## src/hdl/strobe_host_pkg.sv

```systemverilog
// constants and types shared by the strobe fifo host
package strobe_host_pkg;
  localparam int CLK_NS = 5;
  localparam int WORD_W = 9;
  localparam int BUF_DEPTH = 16;
  localparam int T_PULSE_NS = 120;
  localparam int T_SETTLE_NS = 140;
  localparam int T_REC_NS = 20;
  localparam int SYNC_CYC = 2;
  localparam int C_PULSE = (T_PULSE_NS + CLK_NS - 1) / CLK_NS;
  localparam int C_REC = (T_REC_NS + CLK_NS - 1) / CLK_NS;
  localparam int C_SETTLE = (T_SETTLE_NS + CLK_NS - 1) / CLK_NS + SYNC_CYC + C_REC;
  localparam int CNT_W = 8;
  localparam logic [CNT_W-1:0] CNT_RST = 8'h00;
  localparam logic [WORD_W-1:0] WORD_RST = 9'h000;
  typedef enum logic [3:0] {
    ST_INIT_LO, ST_INIT_REC, ST_IDLE, ST_WR_LO, ST_WR_HI,
    ST_RD_LO, ST_RD_HI, ST_RT_LO, ST_RT_REC
  } host_st_t;
endpackage

```

## src/hdl/word_stream_if.sv

```systemverilog
// valid/ready word stream between the host's own modules
`timescale 1ns/10ps
interface word_stream_if #(parameter int W = 9);
  logic valid;
  logic ready;
  logic [W-1:0] data;
  modport src (output valid, output data, input ready);
  modport snk (input valid, input data, output ready);
endinterface

```

## src/hdl/strobe_fifo_host.sv

```systemverilog
// host that drives a strobe-timed 9-bit fifo device through its pins
`timescale 1ns/10ps
// Function
// - host resets device before first write
// - strobes high around reset rise
// - word held stable around write rise
// - shared pin is rewind in single mode
// - strobes high during rewind pulse
// - expansion input low for single mode
module strobe_fifo_host #(
  parameter int WORD_W = strobe_host_pkg::WORD_W,
  parameter int BUF_DEPTH = strobe_host_pkg::BUF_DEPTH
) (
  input wire logic clk_sys,
  input wire logic rstn,
  input wire logic wr_valid,
  input wire logic [WORD_W-1:0] wr_data,
  output logic wr_ready,
  input wire logic rd_req,
  output logic rd_valid,
  output logic [WORD_W-1:0] rd_data,
  input wire logic init_req,
  input wire logic rewind_req,
  output logic busy,
  output logic dev_full,
  output logic dev_empty,
  output logic dev_half,
  output logic init_pulse_n,
  output logic wr_strobe_n,
  output logic rd_strobe_n,
  output logic first_or_rewind_n,
  output logic expansion_in_n,
  output logic [WORD_W-1:0] input_word,
  input wire logic [WORD_W-1:0] output_word,
  input wire logic full_flag_n,
  input wire logic empty_flag_n,
  input wire logic expansion_or_half_n
);
  localparam logic [7:0] C_PULSE_M1 = 8'(strobe_host_pkg::C_PULSE - 1);
  localparam logic [7:0] C_SETTLE_M1 = 8'(strobe_host_pkg::C_SETTLE - 1);

  word_stream_if #(.W(WORD_W)) in_s ();
  word_stream_if #(.W(WORD_W)) out_s ();

  strobe_host_pkg::host_st_t st_r;
  logic [strobe_host_pkg::CNT_W-1:0] cnt_r;
  logic [2:0] fl_m_r;
  logic [2:0] fl_s_r;
  logic [WORD_W-1:0] q_m_r;
  logic [WORD_W-1:0] q_s_r;
  logic init_pend_r;
  logic rt_pend_r;
  logic last_wr_r;
  logic init_seen_r;
  logic ff_s;
  logic ef_s;
  logic done;
  logic take_init;
  logic take_rt;

  assign in_s.valid = wr_valid;
  assign in_s.data = wr_data;
  assign wr_ready = in_s.ready;
  assign ff_s = fl_s_r[0];
  assign ef_s = fl_s_r[1];
  assign done = (cnt_r == strobe_host_pkg::CNT_RST);
  assign take_init = (st_r == strobe_host_pkg::ST_IDLE) && init_pend_r;
  assign take_rt = (st_r == strobe_host_pkg::ST_IDLE) && !init_pend_r && rt_pend_r;
  assign out_s.ready = (st_r == strobe_host_pkg::ST_IDLE) && !init_pend_r && !rt_pend_r
    && ff_s && (!(rd_req && ef_s) || !last_wr_r);

  word_buffer #(.W(WORD_W), .DEPTH(BUF_DEPTH)) u_buf (
    .clk_sys(clk_sys),
    .rstn(rstn),
    .in_s(in_s),
    .out_s(out_s)
  );

  // flag and data synchronisers
  always_ff @(posedge clk_sys or negedge rstn) begin
    if (!rstn) begin
      fl_m_r <= 3'h0;
      fl_s_r <= 3'h0;
      q_m_r <= strobe_host_pkg::WORD_RST;
      q_s_r <= strobe_host_pkg::WORD_RST;
    end else begin
      fl_m_r <= {expansion_or_half_n, empty_flag_n, full_flag_n};
      fl_s_r <= fl_m_r;
      q_m_r <= output_word;
      q_s_r <= q_m_r;
    end
  end

  // pending init and rewind requests, set wins over clear
  always_ff @(posedge clk_sys or negedge rstn) begin
    if (!rstn) begin
      init_pend_r <= 1'b1;
      rt_pend_r <= 1'b0;
    end else begin
      init_pend_r <= init_req || (init_pend_r && !take_init);
      rt_pend_r <= rewind_req || (rt_pend_r && !take_rt);
    end
  end

  // pin sequencer
  always_ff @(posedge clk_sys or negedge rstn) begin
    if (!rstn) begin
      st_r <= strobe_host_pkg::ST_IDLE;
      cnt_r <= strobe_host_pkg::CNT_RST;
      init_pulse_n <= 1'b1;
      wr_strobe_n <= 1'b1;
      rd_strobe_n <= 1'b1;
      first_or_rewind_n <= 1'b1;
      input_word <= strobe_host_pkg::WORD_RST;
      last_wr_r <= 1'b0;
      rd_valid <= 1'b0;
      rd_data <= strobe_host_pkg::WORD_RST;
    end else begin
      rd_valid <= 1'b0;
      if (!done) begin
        cnt_r <= cnt_r - 1'b1;
      end
      unique case (st_r)
        strobe_host_pkg::ST_IDLE: begin
          if (take_init) begin
            init_pulse_n <= 1'b0;
            cnt_r <= C_PULSE_M1;
            st_r <= strobe_host_pkg::ST_INIT_LO;
          end else if (take_rt) begin
            first_or_rewind_n <= 1'b0;
            cnt_r <= C_PULSE_M1;
            st_r <= strobe_host_pkg::ST_RT_LO;
          end else if (out_s.valid && out_s.ready) begin
            wr_strobe_n <= 1'b0;
            input_word <= out_s.data;
            last_wr_r <= 1'b1;
            cnt_r <= C_PULSE_M1;
            st_r <= strobe_host_pkg::ST_WR_LO;
          end else if (rd_req && ef_s) begin
            rd_strobe_n <= 1'b0;
            last_wr_r <= 1'b0;
            cnt_r <= C_PULSE_M1;
            st_r <= strobe_host_pkg::ST_RD_LO;
          end
        end
        strobe_host_pkg::ST_INIT_LO: begin
          if (done) begin
            init_pulse_n <= 1'b1;
            cnt_r <= C_SETTLE_M1;
            st_r <= strobe_host_pkg::ST_INIT_REC;
          end
        end
        strobe_host_pkg::ST_WR_LO: begin
          if (done) begin
            wr_strobe_n <= 1'b1;
            cnt_r <= C_SETTLE_M1;
            st_r <= strobe_host_pkg::ST_WR_HI;
          end
        end
        strobe_host_pkg::ST_RD_LO: begin
          if (done) begin
            rd_strobe_n <= 1'b1;
            rd_data <= q_s_r;
            rd_valid <= 1'b1;
            cnt_r <= C_SETTLE_M1;
            st_r <= strobe_host_pkg::ST_RD_HI;
          end
        end
        strobe_host_pkg::ST_RT_LO: begin
          if (done) begin
            first_or_rewind_n <= 1'b1;
            cnt_r <= C_SETTLE_M1;
            st_r <= strobe_host_pkg::ST_RT_REC;
          end
        end
        strobe_host_pkg::ST_INIT_REC, strobe_host_pkg::ST_WR_HI,
        strobe_host_pkg::ST_RD_HI, strobe_host_pkg::ST_RT_REC: begin
          if (done) begin
            st_r <= strobe_host_pkg::ST_IDLE;
          end
        end
        default: begin
          st_r <= strobe_host_pkg::ST_IDLE;
        end
      endcase
    end
  end

  // status outputs and fixed single-device strap
  always_ff @(posedge clk_sys or negedge rstn) begin
    if (!rstn) begin
      expansion_in_n <= 1'b0;
      busy <= 1'b1;
      dev_full <= 1'b0;
      dev_empty <= 1'b1;
      dev_half <= 1'b0;
      init_seen_r <= 1'b0;
    end else begin
      expansion_in_n <= 1'b0;
      busy <= (st_r != strobe_host_pkg::ST_IDLE) || init_pend_r || rt_pend_r;
      dev_full <= !fl_s_r[0];
      dev_empty <= !fl_s_r[1];
      dev_half <= !fl_s_r[2];
      if (!init_pulse_n) begin
        init_seen_r <= 1'b1;
      end
    end
  end
endmodule // strobe_fifo_host

```

## src/hdl/word_buffer.sv

```systemverilog
// small synchronous fifo for write words
`timescale 1ns/10ps
module word_buffer #(
  parameter int W = 9,
  parameter int DEPTH = 16
) (
  input wire logic clk_sys,
  input wire logic rstn,
  word_stream_if.snk in_s,
  word_stream_if.src out_s
);
  localparam int AW = $clog2(DEPTH);
  logic [W-1:0] mem [DEPTH];
  logic [AW-1:0] wp_r;
  logic [AW-1:0] rp_r;
  logic [AW:0] cnt_r;
  logic [AW:0] cnt_nxt;
  logic in_rdy_r;
  logic out_vld_r;
  logic push;
  logic pop;

  assign push = in_s.valid && in_rdy_r;
  assign pop = out_vld_r && out_s.ready;
  assign in_s.ready = in_rdy_r;
  assign out_s.valid = out_vld_r;
  assign out_s.data = mem[rp_r];

  always_comb begin
    cnt_nxt = cnt_r;
    if (push && !pop) begin
      cnt_nxt = cnt_r + 1'b1;
    end else if (pop && !push) begin
      cnt_nxt = cnt_r - 1'b1;
    end
  end

  always_ff @(posedge clk_sys or negedge rstn) begin
    if (!rstn) begin
      cnt_r <= '0;
      in_rdy_r <= 1'b0;
      out_vld_r <= 1'b0;
    end else begin
      cnt_r <= cnt_nxt;
      in_rdy_r <= (cnt_nxt != (AW+1)'(DEPTH));
      out_vld_r <= (cnt_nxt != '0);
    end
  end

  always_ff @(posedge clk_sys or negedge rstn) begin
    if (!rstn) begin
      wp_r <= '0;
      rp_r <= '0;
    end else begin
      if (push) begin
        wp_r <= wp_r + 1'b1;
      end
      if (pop) begin
        rp_r <= rp_r + 1'b1;
      end
    end
  end

  always_ff @(posedge clk_sys) begin
    if (push) begin
      mem[wp_r] <= in_s.data;
    end
  end
endmodule // word_buffer

```

## config.mk

```make
export PLATFORM = sky130hd
export DESIGN_NAME = strobe_fifo_host
export DESIGN_NICKNAME = d
export VERILOG_FILES = /design/src/hdl/strobe_host_pkg.sv /design/src/hdl/word_stream_if.sv /design/src/hdl/strobe_fifo_host.sv /design/src/hdl/word_buffer.sv
export SDC_FILE = /design/constraint.sdc
export NUM_CORES = 1
export LEC_CHECK = 0
export BUFFER_PORTS_ARGS = -buffer_cell sky130_fd_sc_hd__buf_2
export CAP_MARGIN = 10
export CORE_MARGIN = 3
export CORE_UTILIZATION = 65
export DETAILED_ROUTE_END_ITERATION = 8
export HOLD_SLACK_MARGIN = 0.15
export PLACE_DENSITY_LB_ADDON = 0.05
export SKIP_LAST_GASP = 1
export SLEW_MARGIN = 20
export SYNTH_ARGS = -nofsm -noshare
export SYNTH_HDL_FRONTEND = slang
export SYNTH_SLANG_ARGS = --single-unit
```

## constraint.sdc

```tcl
create_clock -name clk_sys -period 4.7 [get_ports clk_sys]
set_input_delay 1.175 -clock clk_sys [delete_from_list [all_inputs] [get_ports clk_sys]]
set_output_delay 1.175 -clock clk_sys [all_outputs]
set_load 0.01 [all_outputs]
```

==> results_dict.tcl, run 1 <==
set metrics [dict create \
    status "complete, no violations" \
    final_layout_size_suffix_gt1_share_pct 25.68 \
    required_ns 5.05 \
    end_kind "flip-flop" \
    ant_nets 0 \
    place_hpwl_um 10940 \
    grt_usage_pct 24.87 \
    area_growth_pct 12.65 \
    synth-seq-cells 225 \
    critPathArrivalTime_ns 2.83 \
    cts_setup_buffers 0 \
    start_kind "flip-flop" \
    grt_max_degree 82 \
    powerDensity_nw_per_um2 453.1 \
    synth_top_area_share_pct 49.13 \
    drt-initial-drc-count 521 \
    ys.flop_type "edfxtp_1" \
    drv_slew 0 \
    wl_met3_um 1001 \
    power.switching_mw 1.059 \
    path_buf_inv 1 \
    synth_area_um2 8801 \
    ys_async_sr_fraction_pct 36.00 \
    clkPwrFrac_pct 38.1 \
    synth_area_leader_cell "edfxtp_1" \
    synth_area_leaders "edfxtp_1, dfrtp_1, mux4_2, dfstp_2, mux2i_1" \
    design_area_um2 9915 \
    grt_overflow 0 \
    cts_resized 0 \
    cts_hold_buf 0 \
    yosysSeqAreaShare_pct 72.28 \
    cp_top_family "multiplexers" \
    synthAdderAreaFrac_pct 1.279 \
    synthTopCellsByCount "edfxtp_1, dfrtp_1, nand2_1, mux4_2, mux2i_1" \
    yosysMostFrequentCell "edfxtp_1" \
    core_um2 12930 \
    drv_cap 0 \
    ys_types 49 \
    avgSynthCellArea_um2 17.39 \
    drc_errors 0 \
    clk_pin_slew_worst_paths_ns 0.06 \
    slowest_stage "dfrtp_2" \
    grt_pass1_wl_um 27680 \
    yosys_warnings 0 \
    die_w_um 122.4 \
    path_max_fanout 21 \
    setup_viol 0 \
    yosys.area_share.simple_pct 6.682 \
    rsz0062_at_grt "false" \
    synthMuxAreaShare_pct 13.01 \
    synth_top_family_by_area "multiplexers" \
    synth-compound-area-share_pct 3.639 \
    critical_path.cell_chain "buf_4 -> mux4_2 -> mux2i_1 -> o221ai_1" \
    p_seq_share_pct 53.1 \
    p_sw_share_pct 23.58 \
    dp_slack_ns 1.817 \
    clockBufferDepth 3 \
    die-height_um 122.4 \
    antenna_found_initial 0 \
    slowest_delay_ns 0.80 \
    clock_skew_ns 0.01299 \
    max_freq_mhz 402.9 \
    combPwrFrac_pct 8.9 \
    worst_hold_slack_ns 0.3458 \
    synth_cells 506 \
    num_vias 4681 \
    hold_violations 0 \
    fin_crit_sh_pct 52.80 \
    routed_via_density 6.192 \
    num_antenna_cells 0 \
    final_net_count 603 \
    start_util_pct 68.08 \
    dr_wl_met2_um 8822 \
    slew_headroom_pct 25.49 \
    leakage_nw 3.747 \
    dpl_cell_area_um2 9204 \
    crit_type "reg2reg" \
    cts_tree "done" \
    ir_drop_mv 0.4172 \
    wl_per_cell_um 23.18 \
    cts_sinks 225 \
    syn_nets 542 \
    synth-xor-area-share_pct 1.194 \
    htree_levels 1 \
    clock_latency_ns 0.50 \
    io-pin-count 56 \
    io_buffers 54 \
    synth_edf_count 144 \
    first_global_vias 4906 \
    min_period_ns 2.482 \
    hold_path_class "reg2reg" \
    cts_made_buffers 23 \
    clock-root-buffer "clkbuf_16" \
    p_int_mw 3.433 \
    dieArea_um2 14970 \
    rows 41 \
    tns_ns 0 \
    gp_congestion 0.8194 \
    tightest_slew_ns 1.118 \
    first_pass_iters 5 \
    wl_met1_um 7274 \
    wl_um 17520 \
    top_layer "met4" \
    setup_ws_ns 2.218 \
]
==> layer usage <==
layer  global-route usage, %  up-vias
met3                   3.871       29
met2                   40.71      160
met1                   35.96     2425
li1                        -     2067
met5                       0        -
met4                   6.508        0
==> per-stage QoR <==
stage                     power [mW]  std cells  utilization, %
after floorplan                2.638        506               -
after global placement         2.779        714           71.20
after detailed placement       2.810        714           71.20
after CTS                      4.525        756           76.69
after global routing           4.659        756           76.69
final                          4.493        756           76.69
==> cell usage in the layout (no fill, tap or decap), types with 11 or more instances in the layout <==
cell type / count
and2_1: 14
nor2_1: 14
buf_2: 53
mux4_2: 36
dfrtp_1: 72
mux2_2: 11
inv_1: 15
mux2i_1: 21
clkbuf_16: 23
edfxtp_1: 144
o21ai_0: 12
nand2_1: 39
==> cell type report <==
class | instances | area (um2)
Timing Repair Buffer | 57 | 295.3
Clock buffer | 35 | 640.6
Sequential cell | 225 | 6362
Multi-Input combinational cell | 245 | 2275
Inverter | 15 | 56.30
Tap cell | 172 | 215.2
Fill cell | 760 | 3013
Clock inverter | 7 | 70.07
==> kinds of logic (layout without fill, tap and decap cells) <==
family,Yosys count,in the layout
other cells,1,1
compound gates,46,46
simple gates,109,109
buf+inv,36,114
xor+xnor,12,12
flops,225,225
fa+ha+maj,9,9
mux,68,68
==> flip-flops by register name, summed over array words and instances (netlist names), 3 cells and up <==
register,flops
cnt_r,8
q_m_r,9
input_word,9
fl_s_r,3
u_buf.wp_r,4
u_buf.cnt_r,5
u_buf.mem,144
rd_data,9
u_buf.rp_r,4
st_r,4
q_s_r,9
fl_m_r,3
==> final timing paths <==
| path | from | to | slack, ns | depth (start not counted) |
|---|---|---|---|---|
| worst max-delay path | u_buf.rp_r[0]$_DFFE_PN0P_ | input_word[8]$_DFFE_PN0P_ | 2.22 | 4 |
| worst min-delay path | q_m_r[5]$_DFF_PN0_ | q_s_r[5]$_DFF_PN0_ | 0.35 | 0 |
| worst max register to register | u_buf.rp_r[0]$_DFFE_PN0P_ | input_word[8]$_DFFE_PN0P_ | 2.22 | 4 |
| worst min register to register | q_m_r[5]$_DFF_PN0_ | q_s_r[5]$_DFF_PN0_ | 0.35 | 0 |
| max in group asynchronous | rstn | u_buf.rp_r[0]$_DFFE_PN0P_ | 3.19 | 1 |
| min in group asynchronous | rstn | cnt_r[2]$_DFF_PN0_ | 0.84 | 1 |
==> power by group through the flow <==
stage	clock [mW]	combinational, mW	sequential [mW]
after floorplan	0	0.250	2.39
after global placement	0	0.373	2.41
after detailed placement	0	0.392	2.42
after CTS	1.74	0.403	2.38
after global routing	1.82	0.446	2.40
final	1.71	0.398	2.38
(Power assumes the default switching activity.)
==> run 2: changes to the inputs <==
Settings changed: CORE_UTILIZATION 65 to 54.
Clock period 4.7 ns to 2.05 ns, I/O delays scaled along.
==> results_dict.tcl, run 2 (synthesis gave the netlist of run 1 again) <==
set metrics [dict create \
    tns_ns 0 \
    clock_skew_ns 0.02458 \
    drc_errors 0 \
    first_pass_iters 5 \
    status "complete, no violations" \
    clock-root-buffer "clkbuf_16" \
    io_buffers 54 \
    start_util_pct 55.20 \
    wl_met3_um 695 \
    top_layer "met4" \
    area_growth_pct 19.92 \
    crit_path_start "st_r[1]$_DFFE_PN1P_" \
    setup_viol 0 \
    clockBufferDepth 3 \
    clk_pin_slew_worst_paths_ns 0.05 \
    fillCellCount 1120 \
    dieArea_um2 17870 \
    num_vias 4759 \
    antenna_found_initial 0 \
    rows 46 \
    core_um2 15940 \
    drv_cap 0 \
    final_cell_mix "edfxtp_1, dfrtp_1, buf_2" \
    dp_slack_ns 0.06229 \
    rsz0062_at_grt "false" \
    layout_commonest_cell "edfxtp_1" \
    ant_nets 0 \
    routed_via_density 5.586 \
    fin_crit_sh_pct 96.32 \
    cts_sinks 225 \
    first_global_vias 4942 \
    min_period_ns 1.974 \
    powerDensity_nw_per_um2 1010 \
    regMostFlops "u_buf.mem" \
    cts_made_buffers 24 \
    leakage_nw 4.045 \
    path_max_fanout 10 \
    r2r-start "st_r[1]$_DFFE_PN1P_" \
    io-pin-count 56 \
    design_area_um2 10550 \
    wl_per_cell_um 20.27 \
    grt_pass1_wl_um 27430 \
    required_ns 2.46 \
    place_hpwl_um 11110 \
    grt_max_degree 42 \
    htree_levels 1 \
    dr_wl_met2_um 8490 \
    cts_tree "done" \
    num_antenna_cells 0 \
    start_kind "flip-flop" \
    setup_ws_ns 0.07554 \
    drv_slew 0 \
    critPathArrivalTime_ns 2.38 \
    end_kind "flip-flop" \
    r2r_end "st_r[1]$_DFFE_PN1P_" \
    hold_path_class "in2reg" \
    clock_latency_ns 0.52 \
    wl_um 17270 \
    reg2regPathDepth 5 \
    hold_violations 0 \
    regToRegSetupSlack_ns 0.08 \
    grt_usage_pct 20.07 \
    drt-initial-drc-count 329 \
    gp_congestion 0.7720 \
    die_w_um 133.7 \
    final_net_count 655 \
    wl_met1_um 7566 \
    crit_type "reg2reg" \
    ir_drop_mv 0.8436 \
    grt_overflow 0 \
    die-height_um 133.7 \
    largest_reg_flops 144 \
    final_layout_size_suffix_gt1_share_pct 30.35 \
    crit_end "st_r[1]$_DFFE_PN1P_" \
    max_freq_mhz 506.5 \
    dpl_cell_area_um2 9632 \
]
==> run 2: stage by stage <==
stage / std cells / total power [mW] / utilization (%) / hold slack [ns]
after floorplan: 506 / 6.047 / - / 0.2169
after global placement: 796 / 6.497 / 60.41 / 0.3324
after detailed placement: 796 / 6.547 / 60.41 / 0.3355
after CTS: 852 / 10.79 / 66.11 / 0.1845
after global routing: 852 / 11.10 / 66.20 / 0.1940
final: 852 / 10.66 / 66.20 / 0.2055
==> run 2: metal layers <==
metal / vias up / global-route usage, %
met4: 0 / 6.229
met1: 2415 / 28.37
li1: 2173 / -
met5: - / 0
met3: 33 / 3.059
met2: 138 / 32.84
==> run 2: where the power goes <==
part,leakage (nW),internal [mW],switching [mW]
logic,1.38,0.425,0.618
clock network,0.375,2.52,1.66
registers,2.29,5.26,0.176
total,4.05,8.20,2.46
==> run 2: what timing repair did <==
item	in CTS	in global routing
setup endpoints to repair	0	4
hold buffers	13	0
endpoints found under the hold margin	42	0
setup buffers	0	0
gates resized for setup	0	3
==> run 2: area by class of cell <==
class | count | area [um2] | area share (%)
Clock buffer | 33 | 664.4 | 6.295
Clock inverter | 10 | 113.9 | 1.079
Inverter | 15 | 56.30 | 0.5335
Multi-Input combinational cell | 245 | 2288 | 21.68
Sequential cell | 225 | 6362 | 60.28
Tap cell | 216 | 270.3 | 2.561
Timing Repair Buffer | 108 | 798.3 | 7.564
==> run 2: how the worst min path moves through the flow <==
stage          slack (ns)                   to                from  cells past startpoint
6_report             0.21  rt_pend_r$_DFF_PN0_          rewind_req                      2
5_1_grt              0.19  rt_pend_r$_DFF_PN0_          rewind_req                      2
4_1_cts              0.18  rt_pend_r$_DFF_PN0_          rewind_req                      2
3_5_place_dp         0.34   q_s_r[2]$_DFF_PN0_  q_m_r[2]$_DFF_PN0_                      0
3_3_place_gp         0.33   q_s_r[2]$_DFF_PN0_  q_m_r[2]$_DFF_PN0_                      0
2_1_floorplan        0.22   cnt_r[0]$_DFF_PN0_                rstn                      0
==> run 2: critical path: stages (launching register included) <==
cell	delay [ns]
dfstp_2	0.53
buf_4	0.15
or4b_2	0.66
nor2_2	0.14
o21ai_0	0.14
a41oi_1	0.27
